==> src/ddr2_timing_regs.vh <==
// Behaviour
// [RULE1] refresh/mode-load to refresh/activate spacing enforced
// [RULE2] precharge to refresh/activate spacing enforced
// [RULE3] activate to read/write spacing enforced
// [RULE4] last write data to precharge recovery
// [RULE5] changed write-recovery field starts initialisation
// [RULE6] activate to precharge row-active time
// [RULE7] software keeps active time >= activate-to-column
// [RULE8] activate to activate spacing enforced
// [RULE9] activate spacing across different banks
// [RULE10] software uses special formula for 8 banks
// [RULE11] last write to read spacing enforced
// [RULE12] timing writes only while unlock bit set
// [RULE13] self-refresh exit to non-read commands wait
// [RULE14] self-refresh exit to read wait
// [RULE15] last read to precharge spacing
// [RULE16] clock-enable held stable between transitions
// [RULE17] reserved secondary bits undefined after reset
// [RULE18] refresh control bit 31 enters/exits self-refresh
// [RULE19] one down-counter per constraint gates commands
// [RULE20] row constraints tracked per bank
`ifndef DDR2_TIMING_REGS_VH
`define DDR2_TIMING_REGS_VH

// register byte offsets
`define OFS_STATUS       12'h000
`define OFS_BANK_CONFIG  12'h004
`define OFS_REFRESH_CTRL 12'h008
`define OFS_TIMING_PRI   12'h00C
`define OFS_TIMING_SEC   12'h010

// bank config / refresh control bits
`define BIT_UNLOCK   15
`define BIT_SELF_REF 31

// primary timing fields
`define F_RFC 31:25
`define F_RP  24:22
`define F_RCD 21:19
`define F_WR  18:16
`define F_RAS 15:11
`define F_RC  10:6
`define F_RRD 5:3
`define F_WTR 1:0
// primary writable mask (bit 2 reserved)
`define PRI_MASK 32'hFFFF_FFFB

// secondary timing fields
`define F_XSNR 22:16
`define F_XSRD 15:8
`define F_RTP  7:5
`define F_CKE  4:0
// secondary writable mask (31-25 reserved zero)
`define SEC_MASK 32'h01FF_FFFF

// reset values
`define RST_TIMING_PRI 32'h0000_0000
`define RST_TIMING_SEC 32'h0010_02A0
`define RST_BANK_CFG   32'h0000_0000
`define RST_REF_CTRL   32'h0000_0000

// command codes
`define CMD_REFRESH   3'h0
`define CMD_MODE_LOAD 3'h1
`define CMD_ACTIVATE  3'h2
`define CMD_READ      3'h3
`define CMD_WRITE     3'h4
`define CMD_PRECHARGE 3'h5

`endif
==> src/ddr2_command_timing_enforcer.v <==
`timescale 1ns/1ps
`include "ddr2_timing_regs.vh"

module ddr2_command_timing_enforcer #(
  parameter NBANKS = 8,
  parameter BANK_W = 3
) (
  // clock and reset
  input wire clock,
  input wire rst_n,
  // apb slave
  input wire psel,
  input wire penable,
  input wire pwrite,
  input wire [11:0] paddr,
  input wire [31:0] pwdata,
  output reg [31:0] prdata,
  output wire pready,
  output wire pslverr,
  // command request from scheduler
  input wire cmd_valid,
  input wire [2:0] cmd_type,
  input wire [BANK_W-1:0] cmd_bank,
  output wire cmd_ready,
  // final write data beat
  input wire write_data_last,
  // memory side status
  output reg cke,
  output reg init_start,
  output wire self_refresh_active
);

  // register storage
  reg [31:0] timing_pri_q;
  reg [31:0] timing_sec_q;
  reg [31:0] bank_cfg_q;
  reg [31:0] ref_ctrl_q;

  // apb decode
  wire setup_phase = psel & ~penable;
  wire access_wr = psel & penable & pwrite;
  wire hit_status = (paddr == `OFS_STATUS);
  wire hit_bank = (paddr == `OFS_BANK_CONFIG);
  wire hit_ref = (paddr == `OFS_REFRESH_CTRL);
  wire hit_pri = (paddr == `OFS_TIMING_PRI);
  wire hit_sec = (paddr == `OFS_TIMING_SEC);
  wire mapped = hit_status | hit_bank | hit_ref | hit_pri | hit_sec;
  wire unlocked = bank_cfg_q[`BIT_UNLOCK];
  wire wr_pri = access_wr & hit_pri & unlocked; // see [RULE12]
  wire wr_sec = access_wr & hit_sec & unlocked; // see [RULE12]
  wire [31:0] pri_new = pwdata & `PRI_MASK;

  assign pready = 1'b1;
  assign pslverr = psel & penable & ~mapped;

  // global timing counters
  reg [6:0] rfc_q;
  reg [4:0] rc_q;
  reg [2:0] rrd_q;
  reg [1:0] wtr_q;
  reg [2:0] wr_q;
  reg [2:0] rtp_q;
  reg [6:0] xsnr_q;
  reg [7:0] xsrd_q;
  reg [4:0] cke_cnt_q;

  // per-bank zero flags
  wire [NBANKS-1:0] rcd_zero;
  wire [NBANKS-1:0] ras_zero;
  wire [NBANKS-1:0] rp_zero;

  // command acceptance
  wire issue = cmd_valid & cmd_ready;
  wire is_act = issue & (cmd_type == `CMD_ACTIVATE);
  wire is_pre = issue & (cmd_type == `CMD_PRECHARGE);
  wire is_rd = issue & (cmd_type == `CMD_READ);
  wire is_wr = issue & (cmd_type == `CMD_WRITE);
  wire is_rfc = issue & ((cmd_type == `CMD_REFRESH) | (cmd_type == `CMD_MODE_LOAD));
  wire sr_req = ref_ctrl_q[`BIT_SELF_REF];
  wire run = cke & ~sr_req;
  reg ready_c;

  assign self_refresh_active = ~cke;
  assign cmd_ready = ready_c;

  // ready decision per command kind
  always @* begin
    ready_c = 1'b0;
    case (cmd_type)
      `CMD_REFRESH: begin
        ready_c = run & (rfc_q == 7'h00) & (&rp_zero) & (xsnr_q == 7'h00); // see [RULE1] see [RULE2] see [RULE13]
      end
      `CMD_MODE_LOAD: begin
        ready_c = run & (rfc_q == 7'h00) & (&rp_zero) & (xsnr_q == 7'h00); // see [RULE13]
      end
      `CMD_ACTIVATE: begin
        ready_c = run & (rfc_q == 7'h00) & rp_zero[cmd_bank] & (rc_q == 5'h00) & (rrd_q == 3'h0)
                  & (xsnr_q == 7'h00); // see [RULE1] see [RULE2] see [RULE8] see [RULE9] see [RULE20]
      end
      `CMD_READ: begin
        ready_c = run & rcd_zero[cmd_bank] & (wtr_q == 2'h0) & (xsrd_q == 8'h00); // see [RULE3] see [RULE11] see [RULE14]
      end
      `CMD_WRITE: begin
        ready_c = run & rcd_zero[cmd_bank] & (xsnr_q == 7'h00); // see [RULE3] see [RULE13]
      end
      `CMD_PRECHARGE: begin
        ready_c = run & ras_zero[cmd_bank] & (wr_q == 3'h0) & (rtp_q == 3'h0)
                  & (xsnr_q == 7'h00); // see [RULE4] see [RULE6] see [RULE15]
      end
      default: begin
        ready_c = 1'b0;
      end
    endcase
  end

  // per-bank row counters
  genvar b;
  generate
    for (b = 0; b < NBANKS; b = b + 1) begin : g_bank
      reg [2:0] rcd_q;
      reg [4:0] ras_q;
      reg [2:0] rp_q;
      wire hit = (cmd_bank == b);
      // load on the bank's own activate / precharge
      always @(posedge clock or negedge rst_n) begin
        if (!rst_n) begin
          rcd_q <= 3'h0;
          ras_q <= 5'h00;
          rp_q <= 3'h0;
        end else begin
          if (is_act & hit) begin
            rcd_q <= timing_pri_q[`F_RCD]; // see [RULE3] see [RULE19] see [RULE20]
            ras_q <= timing_pri_q[`F_RAS]; // see [RULE6] see [RULE20]
          end else begin
            if (rcd_q != 3'h0) rcd_q <= rcd_q - 3'h1;
            if (ras_q != 5'h00) ras_q <= ras_q - 5'h01;
          end
          if (is_pre & hit) begin
            rp_q <= timing_pri_q[`F_RP]; // see [RULE2] see [RULE20]
          end else if (rp_q != 3'h0) begin
            rp_q <= rp_q - 3'h1;
          end
        end
      end
      assign rcd_zero[b] = (rcd_q == 3'h0);
      assign ras_zero[b] = (ras_q == 5'h00);
      assign rp_zero[b] = (rp_q == 3'h0);
    end
  endgenerate

  // global down-counters, loaded by their triggering event
  always @(posedge clock or negedge rst_n) begin
    if (!rst_n) begin
      rfc_q <= 7'h00;
      rc_q <= 5'h00;
      rrd_q <= 3'h0;
      wtr_q <= 2'h0;
      wr_q <= 3'h0;
      rtp_q <= 3'h0;
    end else begin
      if (is_rfc) rfc_q <= timing_pri_q[`F_RFC]; // see [RULE1] see [RULE19]
      else if (rfc_q != 7'h00) rfc_q <= rfc_q - 7'h01;
      if (is_act) rc_q <= timing_pri_q[`F_RC]; // see [RULE8]
      else if (rc_q != 5'h00) rc_q <= rc_q - 5'h01;
      if (is_act) rrd_q <= timing_pri_q[`F_RRD]; // see [RULE9]
      else if (rrd_q != 3'h0) rrd_q <= rrd_q - 3'h1;
      if (is_wr) wtr_q <= timing_pri_q[`F_WTR]; // see [RULE11]
      else if (wtr_q != 2'h0) wtr_q <= wtr_q - 2'h1;
      if (write_data_last) wr_q <= timing_pri_q[`F_WR]; // see [RULE4]
      else if (wr_q != 3'h0) wr_q <= wr_q - 3'h1;
      if (is_rd) rtp_q <= timing_sec_q[`F_RTP]; // see [RULE15]
      else if (rtp_q != 3'h0) rtp_q <= rtp_q - 3'h1;
    end
  end

  // clock-enable sequencing for self-refresh entry and exit
  wire cke_may_move = (cke_cnt_q == 5'h00); // see [RULE16]
  wire sr_enter = cke & sr_req & cke_may_move; // see [RULE18]
  wire sr_exit = ~cke & ~sr_req & cke_may_move; // see [RULE18]

  always @(posedge clock or negedge rst_n) begin
    if (!rst_n) begin
      cke <= 1'b1;
      cke_cnt_q <= 5'h00;
      xsnr_q <= 7'h00;
      xsrd_q <= 8'h00;
    end else begin
      if (sr_enter | sr_exit) begin
        cke <= ~cke;
        cke_cnt_q <= timing_sec_q[`F_CKE]; // see [RULE16]
      end else if (cke_cnt_q != 5'h00) begin
        cke_cnt_q <= cke_cnt_q - 5'h01;
      end
      if (sr_exit) begin
        xsnr_q <= timing_sec_q[`F_XSNR]; // see [RULE13]
        xsrd_q <= timing_sec_q[`F_XSRD]; // see [RULE14]
      end else begin
        if (xsnr_q != 7'h00) xsnr_q <= xsnr_q - 7'h01;
        if (xsrd_q != 8'h00) xsrd_q <= xsrd_q - 8'h01;
      end
    end
  end

  // register writes and init trigger
  always @(posedge clock or negedge rst_n) begin
    if (!rst_n) begin
      timing_pri_q <= `RST_TIMING_PRI;
      timing_sec_q <= `RST_TIMING_SEC; // see [RULE17]
      bank_cfg_q <= `RST_BANK_CFG;
      ref_ctrl_q <= `RST_REF_CTRL;
      init_start <= 1'b0;
    end else begin
      init_start <= wr_pri & (pri_new[`F_WR] != timing_pri_q[`F_WR]); // see [RULE5]
      if (wr_pri) timing_pri_q <= pri_new;
      if (wr_sec) timing_sec_q <= pwdata & `SEC_MASK;
      if (access_wr & hit_bank) bank_cfg_q <= pwdata;
      if (access_wr & hit_ref) ref_ctrl_q <= pwdata; // see [RULE18]
    end
  end

  // read data captured in the setup phase
  always @(posedge clock or negedge rst_n) begin
    if (!rst_n) begin
      prdata <= 32'h0000_0000;
    end else if (setup_phase & ~pwrite) begin
      if (hit_status) prdata <= {29'h0000_0000, (|cke_cnt_q), ~cke, cke};
      else if (hit_bank) prdata <= bank_cfg_q;
      else if (hit_ref) prdata <= ref_ctrl_q;
      else if (hit_pri) prdata <= timing_pri_q;
      else if (hit_sec) prdata <= timing_sec_q;
      else prdata <= 32'h0000_0000;
    end
  end

endmodule

==> config.mk <==
export PLATFORM = sky130hd
export DESIGN_NAME = ddr2_command_timing_enforcer
export DESIGN_NICKNAME = d
export VERILOG_FILES = /design/src/ddr2_command_timing_enforcer.v
export VERILOG_INCLUDE_DIRS = /design/src
export SDC_FILE = /design/constraint.sdc
export NUM_CORES = 1
export LEC_CHECK = 0
export BUFFER_PORTS_ARGS = -buffer_cell sky130_fd_sc_hd__buf_2
export CORE_ASPECT_RATIO = 1.25
export CORE_UTILIZATION = 40
export CTS_CLUSTER_DIAMETER = 100
export CTS_CLUSTER_SIZE = 8
export DETAILED_ROUTE_END_ITERATION = 10
export SYNTH_ARGS = -nofsm -noshare
export SYNTH_HDL_FRONTEND = slang
export SYNTH_SLANG_ARGS = --single-unit
export TNS_END_PERCENT = 100
==> constraint.sdc <==
create_clock -name clock -period 3.2 [get_ports clock]
set_input_delay 0.8 -clock clock [delete_from_list [all_inputs] [get_ports clock]]
set_output_delay 0.8 -clock clock [all_outputs]
set_load 0.02 [all_outputs]
# Yosys cells after proc, flatten, opt, wreduce, memory -nomap -nowiden
# Cells that the tools add are included.
totals:
  out_inout_bits: 38
  input_bits: 57
  regBits: 285
  elab_cells: 339
classes:
  muxes: 78
  bitwise_logic: 65
  n_addsub: 33
  n_eq_ne: 17
  reduce_logical: 105
  order_cmp: 1
op_table:
  columns: ["operator", "count"]
  rows:
  - ["two-way mux 32 bit", 4]
  - ["two-way mux 3 bit", 38]
  - ["two-way mux 5 bit", 20]
  - ["nonzero test 2 bit", 34]
  - ["logical NOT 3 bit", 21]
  - ["nonzero test 3 bit", 19]
  - ["subtractor 3 x 1 -> 3 bit, second input constant", 19]
  - ["AND 1 bit", 54]
  - ["logical NOT 5 bit", 10]
  - ["nonzero test 5 bit", 10]
  - ["subtractor 5 x 1 -> 5 bit, second input constant", 10]
  - ["two-way mux 7 bit", 4]
  - ["two-way mux 25 bit", 1]
  - ["equality test 12 x 4 -> 1 bit, second input constant", 2]
  - ["equality test 3 bit, second input constant", 6]
  - ["two-way mux 8 bit", 2]
  - ["logical NOT 7 bit", 2]
  - ["nonzero test 7 bit", 2]
  - ["subtractor 7 x 1 -> 7 bit, second input constant", 2]
  - ["equality test 12 x 3 -> 1 bit, second input constant", 1]
  - ["equality test 12 x 5 -> 1 bit, second input constant", 1]
  - ["equality test 3 x 2 -> 1 bit, second input constant", 4]
  - ["logical NOT 12 bit", 1]
  - ["binary-select mux 1 bit (select 3 bit)", 3]
  - ["other kinds (16)", 29]

# Depth between registers and ports, before layout
depth:
  depth_word: 12
  depth_mapped: 12
  mapped_depth_nobuf: 9

# Worst setup path after synthesis
# Ideal clock, no wire load.
synth_path:
  path_kind: "input-to-reg"
  from: "input cmd_bank[0]"
  to: "register g_bank[0].rp_q[0]"
  n_path_buf: 3
  setup_ns: 0.125
  slack_ns: 0.175
  t_arrival_ns: 2.901
  required_time_ns: 3.075
  stages: 10
  cell_sequence: "buf_2 nor2b_1 o211ai_1 and4_1 a41o_1 a221o_1 buf_4 buf_8 nand4b_1 mux2_2"
synth_between:
  elab_chain_len: 11
  elab_cells_between_ends: 25
  classes_between: "mux: 8; bitwise: 15; reduce/logical: 2"
synth_rtl:
  columns: ["element", "line", "source"]
  rows:
  - ["from (decl)", "ddr2_command_timing_enforcer.v:23", "input wire [BANK_W-1:0] cmd_bank,"]
  - ["binary-select mux 1 bit (select 3 bit) (on tied branches)", "ddr2_command_timing_enforcer.v:107, ddr2_command_timing_enforcer.v:97", null]
  - ["two-way mux 1 bit (on tied branches)", "ddr2_command_timing_enforcer.v:107, ddr2_command_timing_enforcer.v:97", null]
  - ["AND 1 bit (on tied branches) (3 in a row)", "ddr2_command_timing_enforcer.v:107, ddr2_command_timing_enforcer.v:97", null]
  - ["AND 1 bit (on tied branches)", "ddr2_command_timing_enforcer.v:108, ddr2_command_timing_enforcer.v:98", null]
  - ["case mux 1 bit (5 select lines)", "ddr2_command_timing_enforcer.v:89", "case (cmd_type)"]
  - ["AND 1 bit", "ddr2_command_timing_enforcer.v:73", "wire issue = cmd_valid & cmd_ready;"]
  - ["AND 1 bit", "ddr2_command_timing_enforcer.v:75", "wire is_pre = issue & (cmd_type == `CMD_PRECHARGE);"]
  - ["AND 1 bit *", "ddr2_command_timing_enforcer.v:138", "if (is_pre & hit) begin"]
  - ["two-way mux 3 bit or nonzero test 2 bit (tied branches)", null, null]
  - ["to (signal assigned)", "ddr2_command_timing_enforcer.v:139", "rp_q <= timing_pri_q[`F_RP];"]
  - ["to (signal assigned)", "ddr2_command_timing_enforcer.v:141", "rp_q <= rp_q - 3'h1;"]
  - ["to (decl)", "ddr2_command_timing_enforcer.v:122", "reg [2:0] rp_q;"]
# Mark *: on every way between the ends. The rest lies on a longest branch, timed or not. The select of a mux whose other input is x is not followed.
# A chain may end at the register's enable or synchronous reset.

# Worst setup path in the final report
layout_path:
  from: "register g_bank[2].ras_q[0]"
  to: "output cmd_ready"
layout_between:
  elab_chain_len: 8
layout_rtl:
  columns: ["element", "line", "source"]
  rows:
  - ["from (decl)", "ddr2_command_timing_enforcer.v:121", "reg [4:0] ras_q;"]
  - ["from (signal assigned)", "ddr2_command_timing_enforcer.v:133", "ras_q <= timing_pri_q[`F_RAS];"]
  - ["from (signal assigned)", "ddr2_command_timing_enforcer.v:136", "if (ras_q != 5'h00) ras_q <= ras_q - 5'h01;"]
  - ["logical NOT 5 bit", "ddr2_command_timing_enforcer.v:146", "assign ras_zero[b] = (ras_q == 5'h00);"]
  - ["binary-select mux 1 bit (select 3 bit)", "ddr2_command_timing_enforcer.v:107", "ready_c = run & ras_zero[cmd_bank] & (wr_q == 3'h0) & (rtp_q == 3'h0)"]
  - ["two-way mux 1 bit (not written as such)", "ddr2_command_timing_enforcer.v:107", null]
  - ["AND 1 bit (3 in a row)", "ddr2_command_timing_enforcer.v:107", null]
  - ["AND 1 bit", "ddr2_command_timing_enforcer.v:108", "& (xsnr_q == 7'h00);"]
  - ["case mux 1 bit (5 select lines)", "ddr2_command_timing_enforcer.v:89", null]
  - ["to (decl)", "ddr2_command_timing_enforcer.v:24", "output wire cmd_ready,"]
# Every way passes these cells. The select of a mux whose other input is x is not followed.

==> out/metrics.cfg <==
[route]
drt_first_iter_violations = 573
num_vias = 10500
drc = 0
firstDrtPassIters = 5
detail-route-antenna-nets = 0
wl_mm = 35.3
vias_per_cell = 5.34
drt-wirelength-per-cell_um = 18.0

[outcome]
violations = negative setup slack
status = finished, violations left

[yosys]
synthArstFlopShare_pct = 100
syn_avg_cell_area_um2 = 11.3
synthesis.nets = 1446
synth_flop_cell = dfrtp_1
synth_edf_count = 0
synthCells = 1328
synth_top_family_by_area = multiplexers
synth_compound_area_share_pct = 8.39
synth-seq-cells = 285
synth.top_cell.area_share_pct = 46.8
muxShareOfSynthArea_pct = 19.4
yosys.area.top_type = dfrtp_1
synthAdderAreaFrac_pct = 5.10
yosys_warnings = 0
seq_area_frac_synth_pct = 47.7
ys_types = 73
synth_area_leaders = dfrtp_1 47%, mux2_2 18%, ha_1 5.1%
synthSimpleGateAreaFrac_pct = 11.6
synth_xor_area_share_pct = 3.92
syn_area_um2 = 15000

[clocking]
ctsHoldBuffers = 0
cts_max_level = 2
cts_buffer_depth = 3
cts-root-buf = clkbuf_16
path_clk_slew_ns = 0.05
cts_num_sinks = 285
cts_buffers = 41
insertion_delay_ns = 0.54
cts_tree = yes

[sta]
fmax_ghz = 0.301
post-route-min-period_ns = 3.32
period_share_pct = 104
fin_skew_ns = 0.0149
holdWs_ns = 0.239
hold_viol = 0
worst_pin_slew_ns = 0.615
setup_slack_ns = -0.117
rsz0062_at_grt = yes
setup_viol = 1
finalMaxSlewViolations = 0
slew_headroom_pct = 58.7

[worst_setup_path]
worstReg2RegEnd = g_bank[0].ras_q[3]
worstPathArrival_ns = 2.52
r2r_slack_ns = 0.17
cp_max_fo = 2
required_ns = 2.40
ff2ff_path_depth = 9
crit_type = reg2out
end_kind = primary output
worstReg2RegStart = xsrd_q[3]
crit_path_start_kind = flop

[layout]
diodes = 0
fin_nets = 1582
finalInstanceArea_um2 = 17600
area_growth_pct = 17.6
drive_gt1_share_pct = 32.9
n_fill_cell = 3353
postLayoutCoreUtil_pct = 48.0

[floorplan]
start_util_pct = 40.9
ioPinCount = 95
die_area_um2 = 38200
rows = 78
die_h_um = 218
die_w_um = 175
core-area_um2 = 36600

[hold_path]
hp-class = in2async

[placed_design]
gp_congestion = 0.842
dpl_cell_area_um2 = 16200
dp_slack_ns = 0.0730
port_buffers = 93
dp_hpwl_mm = 24.6

[global_routing]
grt_pass1_wl_mm = 57.4
grt_overflow = 0
grt_util_all_layers_pct = 18.9
antenna_found_initial = 1
grt_max_degree = 70
grt_pass1_vias = 10800

[power_and_ir_drop]
powerDensity_nw_per_um2 = 563
p_leak_uw = 0.00856
totalPowerFinal_uw = 9900
ir_drop_mv = 0.401

[flow_run]
drv_cap = 0

==> stage by stage <==
stage | TNS, ns | instances
after floorplan | 0 | 1328
after global placement | 0 | 1888
after detailed placement | 0 | 1888
after CTS | -0.166 | 1962
after global routing | -0.226 | 1967
final | -0.117 | 1967
==> report_power, final <==
group	internal [uW]	total, uW	switching [uW]	leakage, uW
sequential	3920	4160	245	0.00388
combinational	863	1800	935	0.00412
clock	2370	3930	1570	0.000553
total	7150	9900	2750	0.00856
==> critical path: stages (launching register included) <==
cell and delay [ns]:
dfrtp_1 0.39, inv_2 0.08, ha_4 0.13, or4b_4 0.49, and2_4 0.16, o21ai_2 0.14, nand3_1 0.10, o22ai_1 0.14
a22o_1 0.21, buf_6 0.13
==> logic make-up (layout without fill, tap and decap cells) <==
logic type | count (synthesis) | count (layout)
adders and majority gates | 61 | 61
AOI/OAI and AO/OA | 186 | 186
and+or+nand+nor | 324 | 324
xor gates and xnor gates | 67 | 67
muxes | 259 | 259
DFF | 285 | 285
other | 1 | 1
buffers and inverters | 145 | 304
==> sequential cells by signal (all words and copies together), names as in the netlist, 5 cells and up <==
| name | cells |
|---|---|
| bank_cfg_q | 32 |
| cke_cnt_q | 5 |
| g_bank.ras_q | 40 |
| g_bank.rcd_q | 24 |
| g_bank.rp_q | 24 |
| prdata | 32 |
| rc_q | 5 |
| ref_ctrl_q | 32 |
| rfc_q | 7 |
| timing_pri_q | 31 |
| timing_sec_q | 25 |
| xsnr_q | 7 |
| xsrd_q | 8 |
==> cells in the mapped netlist, types with 8 or more instances <==
master / number
inv_1: 79
mux2i_1: 17
o221ai_1: 22
xnor2_1: 55
a22oi_1: 9
a21oi_1: 37
o21ai_0: 50
xor2_1: 12
nand3_1: 15
nand3b_1: 8
nor2b_1: 9
clkbuf_2: 8
nand2b_1: 25
o31ai_1: 10
nor3_1: 27
clkbuf_1: 44
mux2_2: 239
a221oi_1: 22
nor2_1: 92
and3_1: 8
dfrtp_1: 280
ha_1: 61
nand2_1: 88
==> metal layers <==
metal / share of wire, % / GRT usage (%) / vias up
met5: 0.037 / 0 / -
met4: 2.0 / 5.54 / 2
met3: 3.5 / 2.94 / 57
met2: 51 / 33.2 / 182
met1: 44 / 24.0 / 5299
li1: - / - / 4966
==> repair_timing <==
item / 4_1_cts / 5_1_grt
pin swaps: 9 / 8
cloned: 0 / 0
resized for setup: 17 / 7
endpoints found under the setup margin: 1 / 16
setup buffers: 8 / 5
==> final cells by class <==
| type | instances | area (um2) | area share, % |
|---|---|---|---|
| clock buffer | 62 | 1100 | 6.28 |
| clock inverter | 4 | 42.5 | 0.242 |
| multi-input combinational | 898 | 7360 | 41.9 |
| timing repair buffer | 159 | 1040 | 5.91 |
| inverter | 79 | 297 | 1.69 |
| tap | 480 | 601 | 3.42 |
| sequential | 285 | 7140 | 40.6 |
==> cells in the final DEF, fill, tap and decap left out, types with 14 or more instances in the layout <==
master	synthesis	layout
o221ai_1	22	22
nor3_1	27	25
clkbuf_16	0	41
xnor2_1	55	55
mux2_2	239	239
nand2_1	88	88
nand2b_1	25	23
a221oi_1	22	22
mux2i_1	17	17
a21oi_1	37	36
inv_1	79	75
nor2_1	92	90
dfrtp_1	280	280
o21ai_0	50	49
buf_4	3	61
ha_1	61	59
buf_2	5	91
clkbuf_1	44	21
nand3_1	15	14
==> worst max-delay path by stage <==
stage                                   from            endpoint  slack (ns)
after global placement           cmd_bank[1]  g_bank[6].ras_q[0]        0.12
final                     g_bank[2].ras_q[0]           cmd_ready       -0.12
after CTS                          xsnr_q[0]           cmd_ready       -0.17
after floorplan                  cmd_bank[0]   g_bank[0].rp_q[0]        0.17
after global routing      g_bank[2].ras_q[0]           cmd_ready       -0.23
after detailed placement         cmd_bank[1]  g_bank[6].ras_q[2]        0.07
(Power assumes the default switching activity.)
